[config.mk]
export PLATFORM = sky130hd
export DESIGN_NAME = fault_diagnostic_checks
export DESIGN_NICKNAME = d
export VERILOG_FILES = /design/src/hdl/fault_diag_pkg.sv /design/src/hdl/fault_diagnostic_checks.sv /design/src/hdl/cfg_mem.sv
export SDC_FILE = /design/constraint.sdc
export NUM_CORES = 1
export LEC_CHECK = 0
export BUFFER_PORTS_ARGS = -buffer_cell sky130_fd_sc_hd__buf_2
export CAP_MARGIN = 25
export CORE_ASPECT_RATIO = 1.4
export CORE_UTILIZATION = 38
export DETAILED_ROUTE_END_ITERATION = 8
export GPL_TIMING_DRIVEN = 0
export HOLD_SLACK_MARGIN = 0.08
export PLACE_DENSITY_LB_ADDON = 0.1
export SLEW_MARGIN = 30
export SYNTH_ARGS = -nofsm -noshare
export SYNTH_HDL_FRONTEND = slang
export SYNTH_SLANG_ARGS = --single-unit
export TNS_END_PERCENT = 30
[constraint.sdc]
create_clock -name mclk -period 4.01 [get_ports mclk]
set_clock_uncertainty 0.2 [all_clocks]
set_input_delay 0.401 -clock mclk [delete_from_list [all_inputs] [get_ports mclk]]
set_output_delay 0.401 -clock mclk [all_outputs]
set_load 0.05 [all_outputs]
[src/hdl/fault_diag_pkg.sv]
package fault_diag_pkg;

	// ------------------------------------------------------------
	// Register map (byte addresses, one word each)
	// ------------------------------------------------------------
	localparam logic [7:0] ADDR_FAULT_STATUS  = 8'h00;
	localparam logic [7:0] ADDR_OPEN_WIRE     = 8'h04;
	localparam logic [7:0] ADDR_OVER_TEMP     = 8'h08;
	localparam logic [7:0] ADDR_FAULT_SETUP   = 8'h0c;
	localparam logic [7:0] ADDR_TEMP_LIMIT    = 8'h10;
	localparam logic [7:0] ADDR_COMMAND       = 8'h14;
	localparam logic [7:0] ADDR_CSUM_STORED   = 8'h18;
	localparam logic [7:0] ADDR_SIG_CALC      = 8'h1c;
	localparam logic [7:0] ADDR_SIG_REF       = 8'h20;
	localparam logic [7:0] ADDR_IRQ_STATUS    = 8'h24;
	localparam logic [7:0] ADDR_IRQ_CLEAR     = 8'h28;
	localparam logic [7:0] ADDR_IRQ_ENABLE    = 8'h2c;
	localparam logic [7:0] ADDR_CFG_BASE      = 8'h40;
	localparam logic [7:0] ADDR_FS_REPORT     = 8'h30;

	// ------------------------------------------------------------
	// Widths and field positions
	// ------------------------------------------------------------
	localparam int         CODE_W             = 14;
	localparam int         NUM_TEMP           = 4;
	localparam int         NUM_WIRES          = 13;
	localparam int         CFG_WORDS          = 16;
	localparam int         CFG_AW             = 4;
	localparam int         FS_OPEN_WIRE_BIT   = 0;
	localparam int         FS_OVER_TEMP_BIT   = 1;
	localparam int         FS_CSUM_BIT        = 2;
	localparam int         SETUP_TST_LSB      = 0;
	localparam int         CMD_CALC_BIT       = 0;
	localparam int         CMD_CHECK_BIT      = 1;
	localparam int         CMD_RELOAD_BIT     = 2;

	// ------------------------------------------------------------
	// Reset values and constants
	// ------------------------------------------------------------
	localparam logic [13:0] TEMP_LIMIT_RESET  = 14'h3fff;
	localparam logic [13:0] FULL_SCALE_CODE   = 14'h3fff;
	localparam int          FULL_SCALE_MV     = 2500;
	localparam logic [3:0]  SETUP_RESET       = 4'h0;
	localparam logic [13:0] SIG_SEED          = 14'h0001;
	localparam logic [31:0] UNMAPPED_DATA     = 32'h00000000;

	// Interrupt event bits
	localparam int         EV_FAULT           = 0;
	localparam int         EV_REPORT          = 1;
	localparam int         EV_CSUM_DONE       = 2;
	localparam int         EV_SIG_DONE        = 3;
	localparam int         NUM_EV             = 4;

	typedef enum logic [2:0] {
		ST_IDLE   = 3'b000,
		ST_CALC   = 3'b001,
		ST_CHECK  = 3'b010,
		ST_SIG    = 3'b011,
		ST_FINISH = 3'b100
	} seq_state_t;

endpackage

[src/hdl/fault_diagnostic_checks.sv]
// Decided for this implementation: the address map and the Avalon-MM register port.
`timescale 1ns/1ps
module fault_diagnostic_checks (
	input  wire logic        mclk,              // 25 MHz clock
	input  wire logic        rst_n,             // Async reset, active low
	input  wire logic        ce,                // Clock enable, freezes all state
	input  wire logic [7:0]  address,           // Avalon byte address
	input  wire logic        read,              // Avalon read
	input  wire logic        write,             // Avalon write
	input  wire logic [31:0] writedata,         // Avalon write data
	input  wire logic [3:0]  byteenable,        // Avalon byte enables
	output logic      [31:0] readdata,          // Avalon read data
	output logic             waitrequest,       // Avalon wait request
	input  wire logic        temp_scan,         // Scan temperatures, one pulse
	input  wire logic [13:0] temp_code [4],     // Measured input codes, steady during scan
	input  wire logic        open_wire_valid,   // Scan wires result pulse
	input  wire logic [12:0] open_wire_hits,    // Open inputs found by the wire scan
	input  wire logic        nvm_load,          // Memory load started (power-up or reset cmd)
	input  wire logic [13:0] nvm_word,          // Loaded word, one per nvm_word_valid
	input  wire logic        nvm_word_valid,    // Loaded word strobe
	input  wire logic        nvm_load_done,     // Last word loaded
	input  wire logic [13:0] nvm_ref_sig,       // Reference signature held in memory
	output logic      [13:0] fs_report_data,    // Unsolicited fault status word
	output logic             fs_report_valid,   // Pulse with fs_report_data
	output logic             irq                // Level interrupt
);

	// ------------------------------------------------------------
	// State
	// ------------------------------------------------------------
	// Every flop of the block except the configuration memory in one record, registered as a whole
	typedef struct packed {
		logic [31:0]                 readdata;
		logic                        waitrequest;
		logic [2:0]                  fault_status;
		logic [12:0]                 open_wire;
		logic [3:0]                  over_temp;
		logic [3:0]                  test_sel;
		logic [13:0]                 temp_limit;
		logic [13:0]                 csum_stored;
		logic [13:0]                 csum_acc;
		logic [4:0]                  csum_idx;
		logic                        csum_first;
		logic [13:0]                 sig_calc;
		logic [13:0]                 sig_ref;
		logic                        sig_busy;
		fault_diag_pkg::seq_state_t  state;
		logic [13:0]                 fs_report_data;
		logic                        fs_report_valid;
		logic [3:0]                  irq_status;
		logic [3:0]                  irq_enable;
		logic                        irq;
	} regs_t;

	regs_t       r;
	regs_t       next_r;
	// Memory port wiring; mem_rdata from the memory, the rest driven from the next-state logic
	logic [13:0] mem_rdata;
	logic        mem_we;
	logic [3:0]  mem_waddr;
	logic [13:0] mem_wdata;
	logic [3:0]  mem_raddr;

	// ------------------------------------------------------------
	// Helpers
	// ------------------------------------------------------------
	// Signature step: shift with feedback, folding in the new word
	// Taps are arbitrary; the host only tests two signatures for equality
	function automatic logic [13:0] sig_step(input logic [13:0] s, input logic [13:0] w);
		logic fb;
		fb = s[13] ^ s[12] ^ s[10] ^ s[0];
		sig_step = {s[12:0], fb} ^ w;
	endfunction

	// Apply byte enables to a 32-bit register image
	// Byte lanes with a low enable keep the old value
	function automatic logic [31:0] merge(input logic [31:0] old, input logic [31:0] d, input logic [3:0] be);
		logic [31:0] m;
		m = old;
		for (int i = 0; i < 4; i++) begin
			if (be[i]) begin
				m[8*i +: 8] = d[8*i +: 8];
			end
		end
		merge = m;
	endfunction

	// Fourteen-bit modulo sum; the carry out is dropped on purpose
	function automatic logic [13:0] csum_add(input logic [13:0] acc, input logic [13:0] w);
		csum_add = acc + w;
	endfunction

	// ------------------------------------------------------------
	// Configuration page memory
	// ------------------------------------------------------------
	// The registered read adds the one-cycle lag that the walk allows for
	cfg_mem u_cfg_mem (
		.mclk  (mclk),
		.ce    (ce),
		.we    (mem_we),
		.waddr (mem_waddr),
		.wdata (mem_wdata),
		.raddr (mem_raddr),
		.rdata (mem_rdata)
	);

	// ------------------------------------------------------------
	// Next-state logic
	// ------------------------------------------------------------
	always_comb begin
		logic        req;
		logic        is_wr;
		logic [31:0] m;
		logic [2:0]  fs_set;
		logic [12:0] ow_set;
		logic [3:0]  ot_set;
		logic [3:0]  ev;
		logic [2:0]  fs_clr;
		logic [12:0] ow_clr;
		logic [3:0]  ot_clr;
		logic [2:0]  fs_new;
		next_r = r;
		fs_new = 3'b000;
		req    = (read | write) & r.waitrequest;
		// A write lands only at the edge that ends the wait
		is_wr  = write & ~r.waitrequest;
		m      = merge(32'h00000000, writedata, byteenable);
		// Set and clear masks of the sticky flags
		fs_set = 3'b000;
		ow_set = 13'h0000;
		ot_set = 4'h0;
		ev     = 4'h0;
		fs_clr = 3'b000;
		ow_clr = 13'h0000;
		ot_clr = 4'h0;
		// Write port follows the bus, read port the walk index
		mem_we    = 1'b0;
		mem_waddr = address[5:2];
		mem_wdata = m[13:0];
		mem_raddr = r.csum_idx[3:0];
		// Strobes default low
		next_r.fs_report_valid = 1'b0;

		// Bus slave: one wait cycle, answer on the next edge
		// Read data are loaded when the request is seen and stand while waitrequest is low
		// Map: 00 summary, 04 open-wire, 08 over-temperature, all write one to clear
		//      0c test select, 10 limit, 14 command with busy in bit 2
		//      18 stored checksum, 1c computed and 20 reference signature
		//      24 irq status, 28 irq clear, 2c irq enable
		//      40 to 7c configuration words, write only
		// Anything else reads zero and ignores writes
		next_r.waitrequest = 1'b1;
		if (req) begin
			next_r.waitrequest = 1'b0;
			next_r.readdata    = fault_diag_pkg::UNMAPPED_DATA;
		end
		if (read && req) begin
			unique case (address)
				fault_diag_pkg::ADDR_FAULT_STATUS: next_r.readdata = {29'h0, r.fault_status};
				fault_diag_pkg::ADDR_OPEN_WIRE:    next_r.readdata = {19'h0, r.open_wire};
				fault_diag_pkg::ADDR_OVER_TEMP:    next_r.readdata = {28'h0, r.over_temp};
				fault_diag_pkg::ADDR_FAULT_SETUP:  next_r.readdata = {28'h0, r.test_sel};
				fault_diag_pkg::ADDR_TEMP_LIMIT:   next_r.readdata = {18'h0, r.temp_limit};
				fault_diag_pkg::ADDR_COMMAND:      next_r.readdata = {29'h0, r.state != fault_diag_pkg::ST_IDLE, 2'b00};
				fault_diag_pkg::ADDR_CSUM_STORED:  next_r.readdata = {18'h0, r.csum_stored};
				fault_diag_pkg::ADDR_SIG_CALC:     next_r.readdata = {18'h0, r.sig_calc};
				fault_diag_pkg::ADDR_SIG_REF:      next_r.readdata = {18'h0, r.sig_ref};
				fault_diag_pkg::ADDR_IRQ_STATUS:   next_r.readdata = {28'h0, r.irq_status};
				fault_diag_pkg::ADDR_IRQ_ENABLE:   next_r.readdata = {28'h0, r.irq_enable};
				default:                           next_r.readdata = fault_diag_pkg::UNMAPPED_DATA;
			endcase
		end

		// Writes; a one clears a fault flag, a zero leaves it
		if (is_wr) begin
			// Configuration words land in the memory, not in the record
			if (address >= fault_diag_pkg::ADDR_CFG_BASE && address[7:6] == 2'b01) begin
				mem_we = 1'b1;
			end
			unique case (address)
				fault_diag_pkg::ADDR_FAULT_STATUS: fs_clr = m[2:0];
				fault_diag_pkg::ADDR_OPEN_WIRE:    ow_clr = m[12:0];
				fault_diag_pkg::ADDR_OVER_TEMP:    ot_clr = m[3:0];
				fault_diag_pkg::ADDR_FAULT_SETUP:  next_r.test_sel = m[3:0];
				fault_diag_pkg::ADDR_TEMP_LIMIT:   next_r.temp_limit = m[13:0];
				fault_diag_pkg::ADDR_IRQ_CLEAR:    next_r.irq_status = r.irq_status & ~m[3:0];
				fault_diag_pkg::ADDR_IRQ_ENABLE:   next_r.irq_enable = m[3:0];
				fault_diag_pkg::ADDR_COMMAND: begin
					// Commands are ignored while a sequence runs
					// Calculate wins when both command bits are written
					if (r.state == fault_diag_pkg::ST_IDLE) begin
						if (m[fault_diag_pkg::CMD_CALC_BIT]) begin
							next_r.state = fault_diag_pkg::ST_CALC;
						end else if (m[fault_diag_pkg::CMD_CHECK_BIT]) begin
							next_r.state = fault_diag_pkg::ST_CHECK;
						end
						next_r.csum_idx   = 5'h00;
						next_r.csum_acc   = 14'h0000;
						next_r.csum_first = 1'b1;
					end
				end
				default: begin
				end
			endcase
		end

		// Checksum walk; memory read data trails the index by one cycle
		// Index 0 only primes the read, so the last word is folded in at index 16
		// A config write during a walk is not held off: the host waits for busy to fall
		unique case (r.state)
			fault_diag_pkg::ST_IDLE: begin
			end
			fault_diag_pkg::ST_CALC, fault_diag_pkg::ST_CHECK: begin
				if (!r.csum_first) begin
					next_r.csum_acc = csum_add(r.csum_acc, mem_rdata);
				end
				next_r.csum_first = 1'b0;
				next_r.csum_idx   = r.csum_idx + 5'h01;
				if (r.csum_idx == 5'(fault_diag_pkg::CFG_WORDS)) begin
					next_r.csum_idx = r.csum_idx;
					if (r.state == fault_diag_pkg::ST_CALC) begin
						next_r.csum_stored = csum_add(r.csum_acc, mem_rdata);
					end else if (csum_add(r.csum_acc, mem_rdata) != r.csum_stored) begin
						fs_set[fault_diag_pkg::FS_CSUM_BIT] = 1'b1;
					end
					ev[fault_diag_pkg::EV_CSUM_DONE] = 1'b1;
					next_r.state = fault_diag_pkg::ST_FINISH;
				end
			end
			// One spare cycle so busy falls after the result is in place
			fault_diag_pkg::ST_SIG, fault_diag_pkg::ST_FINISH: begin
				next_r.state = fault_diag_pkg::ST_IDLE;
			end
			default: next_r.state = fault_diag_pkg::ST_IDLE;
		endcase

		// Temperature scan: immediate compare, no filtering
		// Inputs with a zero test select never raise a flag, whatever their code
		// Strict compare: a code equal to the limit passes
		if (temp_scan) begin
			for (int i = 0; i < fault_diag_pkg::NUM_TEMP; i++) begin
				if (r.test_sel[i] && temp_code[i] < r.temp_limit) begin
					ot_set[i] = 1'b1;
				end
			end
		end
		// A wire scan sets flags and never clears them
		if (open_wire_valid) begin
			ow_set = open_wire_hits;
		end
		if (|ot_set) begin
			fs_set[fault_diag_pkg::FS_OVER_TEMP_BIT] = 1'b1;
		end
		if (|ow_set) begin
			fs_set[fault_diag_pkg::FS_OPEN_WIRE_BIT] = 1'b1;
		end

		// Sticky flags: a set in the same cycle as a clear wins
		// Summary bits follow this cycle's sets, not the detail registers
		next_r.open_wire    = (r.open_wire & ~ow_clr) | ow_set;
		next_r.over_temp    = (r.over_temp & ~ot_clr) | ot_set;
		fs_new              = (r.fault_status & ~fs_clr) | fs_set;
		next_r.fault_status = fs_new;

		// Unsolicited report only when status was clear before the fault
		// Later faults show only in the summary until it is cleared again
		if (|fs_set && r.fault_status == 3'b000) begin
			next_r.fs_report_valid = 1'b1;
			next_r.fs_report_data  = {11'h000, fs_new};
			ev[fault_diag_pkg::EV_REPORT] = 1'b1;
		end
		if (|fs_set) begin
			ev[fault_diag_pkg::EV_FAULT] = 1'b1;
		end

		// Memory load signature
		// A new load reseeds and drops a half-built signature
		if (nvm_load) begin
			next_r.sig_busy = 1'b1;
			next_r.sig_calc = fault_diag_pkg::SIG_SEED;
		end else if (r.sig_busy) begin
			if (nvm_word_valid) begin
				next_r.sig_calc = sig_step(r.sig_calc, nvm_word);
			end
			if (nvm_load_done) begin
				next_r.sig_busy = 1'b0;
				next_r.sig_ref  = nvm_ref_sig;
				ev[fault_diag_pkg::EV_SIG_DONE] = 1'b1;
			end
		end

		// Interrupt: events win over a simultaneous clear
		// Status and enable combine after the update, so irq follows in one cycle
		next_r.irq_status = next_r.irq_status | ev;
		next_r.irq        = |(next_r.irq_status & next_r.irq_enable);
	end

	// ------------------------------------------------------------
	// Register stage
	// ------------------------------------------------------------
	// ce low holds every flag, counter and strobe as it is
	always_ff @(posedge mclk or negedge rst_n) begin
		if (!rst_n) begin
			// Bus idles with waitrequest high; limit starts at full scale
			r             <= '0;
			r.waitrequest <= 1'b1;
			r.temp_limit  <= fault_diag_pkg::TEMP_LIMIT_RESET;
			r.test_sel    <= fault_diag_pkg::SETUP_RESET;
			r.sig_calc    <= fault_diag_pkg::SIG_SEED;
			r.state       <= fault_diag_pkg::ST_IDLE;
		end else if (ce) begin
			r <= next_r;
		end
	end

	// ------------------------------------------------------------
	// Outputs, all from flip-flops
	// ------------------------------------------------------------
	// Straight from the record, no logic between flop and pin
	assign readdata        = r.readdata;
	assign waitrequest     = r.waitrequest;
	assign fs_report_data  = r.fs_report_data;
	assign fs_report_valid = r.fs_report_valid;
	assign irq             = r.irq;

endmodule

[src/hdl/cfg_mem.sv]
`timescale 1ns/1ps
// Configuration page memory: one write port, registered read data
module cfg_mem (
	input  wire logic        mclk,    // System clock
	input  wire logic        ce,      // Clock enable
	input  wire logic        we,      // Write strobe
	input  wire logic [3:0]  waddr,   // Write index
	input  wire logic [13:0] wdata,   // Write word
	input  wire logic [3:0]  raddr,   // Read index
	output logic      [13:0] rdata    // Registered read word
);
	logic [13:0] mem [0:15];

	// ------------------------------------------------------------
	// Storage
	// ------------------------------------------------------------
	// No reset: contents are software state, reloaded by the host
	always_ff @(posedge mclk) begin
		if (ce) begin
			if (we) begin
				mem[waddr] <= wdata;
			end
			rdata <= mem[raddr];
		end
	end
endmodule

==> results_dict.tcl, run 1 <==
set metrics [dict create \
    hold_depth 3 \
    dpl.cell_count 2061 \
    io_buffers 147 \
    synth_cell_types 79 \
    post-route-cell-area_mm2 0.0212 \
    grt_use_total_pct 20.7 \
    fin_ws_ps 174 \
    drive_gt1_share_pct 27.2 \
    worstRegToRegCells 10 \
    first_pass_iters 6 \
    chipHeight_um 256 \
    cts_setup_buffers 0 \
    cts.sinks 370 \
    synthesis.instances 1254 \
    ys.flop_type "edfxtp_1" \
    regToRegSetupSlack_ps 170 \
    io_pins 200 \
    routabilityCongestion 0.896 \
    drtAntennaViolNets 0 \
    nets 1756 \
    initial_core_util_pct 38.8 \
    core_mm2 0.0454 \
    cp.arrival_ps 4070 \
    drv_slew 0 \
    p_per_area_mw_per_mm2 410 \
    r2r_start "u_cfg_mem.rdata[0]$_DFFE_PP_" \
    setup_viol 0 \
    grt_pass1_vias 12000 \
    ys_async_sr_fraction_pct 35.7 \
    whs_endpoint "r[93]$_DFFE_PN1P_" \
    cp_max_fo 6 \
    row_count 92 \
    synth_seq_cells 370 \
    overflow 0 \
    clk_latency_ps 550 \
    synth.avg_cell_area_um2 14.0 \
    drc 0 \
    htreeDepth 2 \
    cts_made_buffers 40 \
    startpoint_type "register" \
    drt_iter0_drc 598 \
    antenna_found_initial 0 \
    place_area_mm2 0.0195 \
    yosysWarnings 0 \
    stdcell_count 2181 \
    area_delta_synth_final_pct 20.7 \
    hold_path_class "in -> reg" \
    ir_drop_v 0.000285 \
    post-place-ws_ps -114 \
    post_synth_instance_area_mm2 0.0176 \
    dpl.hpwl_mm 36.4 \
    clk_pin_slew_worst_paths_ps 60 \
    max_freq_ghz 0.261 \
    routed-via-count 11400 \
    cp-end-kind "register" \
    grt_max_degree 81 \
    holdCritStartpoint "writedata[3]" \
    synth_edf_count 238 \
    grt_pass1_wl_mm 72.6 \
    cap_viol_max_count 0 \
    leakage_uw 0.00814 \
    worstPathRequired_ps 4240 \
    root_buffer "clkbuf_16" \
    wl_per_cell_um 22.0 \
    fin_crit_sh_pct 95.7 \
    die-area_mm2 0.0471 \
    status "complete, no violations" \
    finalCriticalPeriod_ps 3840 \
    slew_headroom_pct 41.7 \
    die_width_um 184 \
    tightest_slew_ps 875 \
    holdWs_ps 103 \
    seq_area_frac_synth_pct 59.6 \
    drt-total-wl_mm 48.0 \
    crit_type "reg -> reg" \
    rsz0062_at_grt "false" \
    r2r-end "fs_report_data[0]$_DFFE_PN0P_" \
    vias_per_cell 5.24 \
    cts_buffer_depth 3 \
    final-hold-violation-count 0 \
    cts_tree "done" \
]
area by class of cell:
class                      instances  area, um^2
clock buffer                      56        1070
multi-input combinational        788        6620
buffer                            98         566
inverter                          26        97.6
timing repair buffer             213        1420
fill                            4120       24100
antenna                            1        2.50
clock inverter                    18         203
sequential                       370       10500
tap                              611         764
synth_stat cells (7+ instances only):
master	instances	area, um^2
and2_1	17	106
a22oi_1	16	120
o21a_1	9	67.6
nor2_1	48	180
nand2b_1	9	56.3
buf_4	46	345
a222oi_1	14	140
mux4_2	70	1580
inv_1	26	97.6
a211oi_1	7	52.6
o22ai_1	13	81.3
nand4_1	10	62.6
xor2_1	15	131
dfstp_2	16	420
nand2_1	120	450
xnor2_1	31	272
ha_1	67	838
a22o_1	19	166
o31ai_1	13	97.6
a21oi_1	39	195
dfrtp_1	116	2900
nand3_1	23	115
clkbuf_1	43	161
o21ai_0	54	270
edfxtp_1	238	7150
a21o_1	22	165
a31oi_1	7	43.8
nor3_1	16	80.1
mux2_2	28	315
repair_timing:
action,in CTS,in global routing
endpoints found under the hold margin,163,0
hold buffers,45,0
gates resized for setup,2,0
endpoints found under the setup margin,2,0
metal layers:
layer | part of all wire (%) | GRT usage (%) | up-vias
li1 | - | - | 5360
met1 | 39 | 24.0 | 5659
met2 | 53 | 38.0 | 320
met3 | 3.8 | 2.44 | 85
met4 | 3.8 | 8.59 | 0
met5 | 0 | 0 | -
critical path, stage by stage, from the launching register on:
cell and delay, ps:
edfxtp_1 430, ha_1 240, fa_1 460, a211oi_2 360, o21a_1 210, o21ai_0 140
a41oi_1 330, xor3_1 250, nand3_1 370, or4_1 580, and3_1 150
worst max-delay path by stage:
stage | depth (start not counted) | startpoint | to | slack [ps]
6_report | 10 | u_cfg_mem.rdata[0]$_DFFE_PP_ | fs_report_data[0]$_DFFE_PN0P_ | 170
5_1_grt | 9 | r[66]$_DFFE_PN0P_ | fs_report_data[0]$_DFFE_PN0P_ | 20
4_1_cts | 9 | u_cfg_mem.rdata[1]$_DFFE_PP_ | fs_report_data[0]$_DFFE_PN0P_ | 50
3_5_place_dp | 10 | u_cfg_mem.rdata[0]$_DFFE_PP_ | irq$_DFFE_PN0P_ | -110
3_3_place_gp | 6 | ce | u_cfg_mem.mem[0][9]$_DFFE_PP_ | -1160
2_1_floorplan | 10 | r[62]$_DFFE_PN0P_ | fs_report_data[0]$_DFFE_PN0P_ | 710
cells by family (layout without fill, tap and decap cells):
| kind of cell | after synthesis | in the layout | synth area share (%) |
|---|---|---|---|
| simple gates | 284 | 284 | 7.88 |
| compound gates | 255 | 255 | 10.2 |
| flops | 370 | 370 | 59.6 |
| other cells | 1 | 30 | 0.0213 |
| xor+xnor | 49 | 49 | 2.69 |
| fa+ha+maj | 69 | 69 | 4.94 |
| mux | 102 | 102 | 11.0 |
| buf+inv | 124 | 411 | 3.74 |
state kept, by name, indices dropped and copies added, names as in the netlist:
signal           cells
fs_report_data       3
fs_report_valid      1
irq                  1
waitrequest          1
r                  108
mem_raddr            4
readdata            14
u_cfg_mem.rdata     14
u_cfg_mem.mem      224
metrics by stage:
| stage | setup TNS [ps] | total power (uW) | utilization (%) |
|---|---|---|---|
| 6_report | 0 | 8700 | 46.8 |
| 5_1_grt | 0 | 9020 | 46.8 |
| 4_1_cts | 0 | 8820 | 46.8 |
| 3_5_place_dp | -117 | 5110 | 42.9 |
| 3_3_place_gp | -129320 | 5090 | 42.3 |
| 2_1_floorplan | 0 | 4810 | - |
where the power goes:
group,internal (uW),switching (uW),leakage (uW)
clock network,2080,1550,0.000619
logic,357,465,0.00368
registers,4160,77.5,0.00384
cells in the final DEF (no fill, tap or decap), types with 6 or more instances in the layout:
cell / instances
a211oi_1: 6
a21o_1: 22
a21oi_1: 39
a222oi_1: 14
a22o_1: 19
a22oi_1: 16
a31oi_1: 7
and2_1: 17
and3_1: 6
buf_2: 150
buf_4: 54
buf_6: 14
clkbuf_1: 54
clkbuf_16: 40
clkinv_2: 8
conb_1: 29
dfrtp_1: 116
dfstp_2: 16
dlygate4sd3_1: 45
edfxtp_1: 238
ha_1: 67
inv_1: 26
mux2_2: 28
mux4_2: 70
nand2_1: 120
nand2b_1: 9
nand3_1: 23
nand4_1: 10
nor2_1: 36
nor2_2: 12
nor3_1: 12
o211ai_1: 6
o21a_1: 9
o21ai_0: 54
o22ai_1: 13
o31ai_1: 13
xnor2_1: 31
xor2_1: 15
Power figures use the tool's default switching activity.
==> run 2, diff against run 1 <==
==> constraint.sdc (replaced) <==
create_clock -name mclk -period 4.8 [get_ports mclk]
set_clock_uncertainty 0.2 [all_clocks]
set_input_delay 0.48 -clock mclk [delete_from_list [all_inputs] [get_ports mclk]]
set_output_delay 0.48 -clock mclk [all_outputs]
set_load 0.05 [all_outputs]
==> run 2 against run 1 <==
  * Critical path type unchanged
  * Critical path depth did not move
  * Power down 16%
  * Via count increased by 0.16%
  * Die area unchanged
  * Final cell count is essentially flat
  * Sequential share of layout area is essentially flat
  * Clock power shrank 16%
  * Register-to-register slack improved by 590 ps
  * First-iteration DRC count is 14% higher
  * Worst hold slack improved by 39 ps
  * Core utilization barely moved
  * Combinational power fell by 17%
==> results_dict.tcl, run 2 (same netlist as run 1, synthesis figures left out) <==
set metrics [dict create \
    drive_gt1_share_pct 27.1 \
    overflow 0 \
    leakage_uw 0.00813 \
    post-place-ws_ps 676 \
    wl_per_cell_um 22.0 \
    antenna_found_initial 0 \
    tightest_slew_ps 833 \
    final-seq-area_mm2 0.0105 \
    clk_latency_ps 550 \
    top_usage_layer "met2" \
    fill_cells 4120 \
    grt_pass1_vias 12000 \
    ir_drop_v 0.000238 \
    slew_headroom_pct 43.7 \
    p_per_area_mw_per_mm2 343 \
    finalCriticalPeriod_ps 4030 \
    io_pins 200 \
    die-area_mm2 0.0471 \
    drt_iter0_drc 681 \
    drv_slew 0 \
    layout_commonest_cell "edfxtp_1" \
    grt.met2_usage_pct 38.0 \
    cap_viol_max_count 0 \
    grt_max_degree 81 \
    worstPathRequired_ps 4990 \
    grt_pass1_wl_mm 72.6 \
    clk_pin_slew_worst_paths_ps 60 \
    cts_buffer_depth 3 \
    startpoint_type "register" \
    layout_common_cells "238 x edfxtp_1, 150 x buf_2, 120 x nand2_1" \
    cts.sinks 370 \
    drtAntennaViolNets 0 \
    area_delta_synth_final_pct 20.6 \
    crit_type "reg -> reg" \
    nets 1755 \
    dpl.hpwl_mm 36.4 \
    routed-via-count 11400 \
    final-hold-violation-count 0 \
    setup_viol 0 \
    largest_reg_flops 224 \
    cp_max_fo 3 \
    fin_crit_sh_pct 84.0 \
    io_buffers 147 \
    vias_per_cell 5.25 \
    core_mm2 0.0454 \
    use_met1_pct 24.0 \
    utilization_pct 46.7 \
    cp.arrival_ps 4220 \
    chipHeight_um 256 \
    routabilityCongestion 0.896 \
    multi_input_area_mm2 0.00661 \
    initial_core_util_pct 38.8 \
    die_width_um 184 \
    cts_tree "done" \
    root_buffer "clkbuf_16" \
    row_count 92 \
    reg_top3 "u_cfg_mem.mem (224), r (108)" \
    grt_use_total_pct 20.7 \
    rsz0062_at_grt "false" \
    status "complete, no violations" \
    largest_register "u_cfg_mem.mem" \
    drt-total-wl_mm 48.0 \
    hold_path_class "in -> reg" \
    htreeDepth 2 \
    max_freq_ghz 0.248 \
    drc 0 \
    cts_made_buffers 40 \
    first_pass_iters 7 \
    grt_util_met3_pct 2.44 \
    holdWs_ps 142 \
    cp-end-kind "register" \
    fin_ws_ps 767 \
]
## run 2: cell types whose count changed in the layout (fill, tap and decap cells not counted)
cell / change
a211oi_1: +1
nor4b_1: +1
nor4b_2: -1
dlygate4sd3_1: -1
a211oi_2: -1
## run 2: area by class of cell
cell class | count | area share (%)
antenna | 1 | 0.0118
buffer | 98 | 2.67
clock buffer | 56 | 5.05
clock inverter | 18 | 0.956
inverter | 26 | 0.460
multi-input combinational | 788 | 31.2
sequential | 370 | 49.4
tap | 611 | 3.61
timing repair buffer | 212 | 6.65
## run 2: critical path, stage by stage, from the launching register on
cell      delay, ps
edfxtp_1        430
ha_1            240
fa_1            440
a211oi_1        480
o21a_1          220
o2111a_1        330
xor2_1          140
nor4_4          380
nand3_1         110
nor4b_1         710
a311oi_1        190
## run 2: per-stage QoR
step	TNS (ps)	cells	total power, uW	area, um^2
floorplan	0	1282	4010	17700
global placement	-23180	2040	4250	19200
detailed placement	0	2061	4270	19500
CTS	0	2179	7360	21200
global route	0	2179	7540	21200
finish	0	2180	7270	21200
## run 2: routing by layer
layer	part of all wire [%]	routed length [um]
met1	39	18800
met2	53	25400
met3	4.0	1940
met4	3.9	1850
met5	0	0
## run 2: repair_timing
action	CTS	global route
endpoints found under the hold margin	94	0
hold buffers	44	0
resized for setup	0	0
setup buffers	0	0
## run 2: path summary, 6_finish.rpt
path	from	end	slack, ps	cells past startpoint
worst max-delay path	u_cfg_mem.rdata[0]$_DFFE_PP_	irq$_DFFE_PN0P_	770	10
worst max register to register	u_cfg_mem.rdata[0]$_DFFE_PP_	irq$_DFFE_PN0P_	770	10
worst min register to register	readdata[7]$_DFFE_PN0P_	readdata[7]$_DFFE_PN0P_	280	1
min in group asynchronous	rst_n	r[28]$_DFFE_PN0P_	270	2
max in group asynchronous	rst_n	r[99]$_DFFE_PN1P_	3330	3
worst min-delay path	writedata[0]	r[25]$_DFFE_PN0P_	140	3
## run 2: power breakdown
part	total, uW	switching, uW	leakage, uW	internal, uW
Clock	3050	1300	0.000619	1740
Sequential	3540	64.8	0.00384	3480
Combinational	685	388	0.00368	297
Total	7270	1760	0.00813	5520
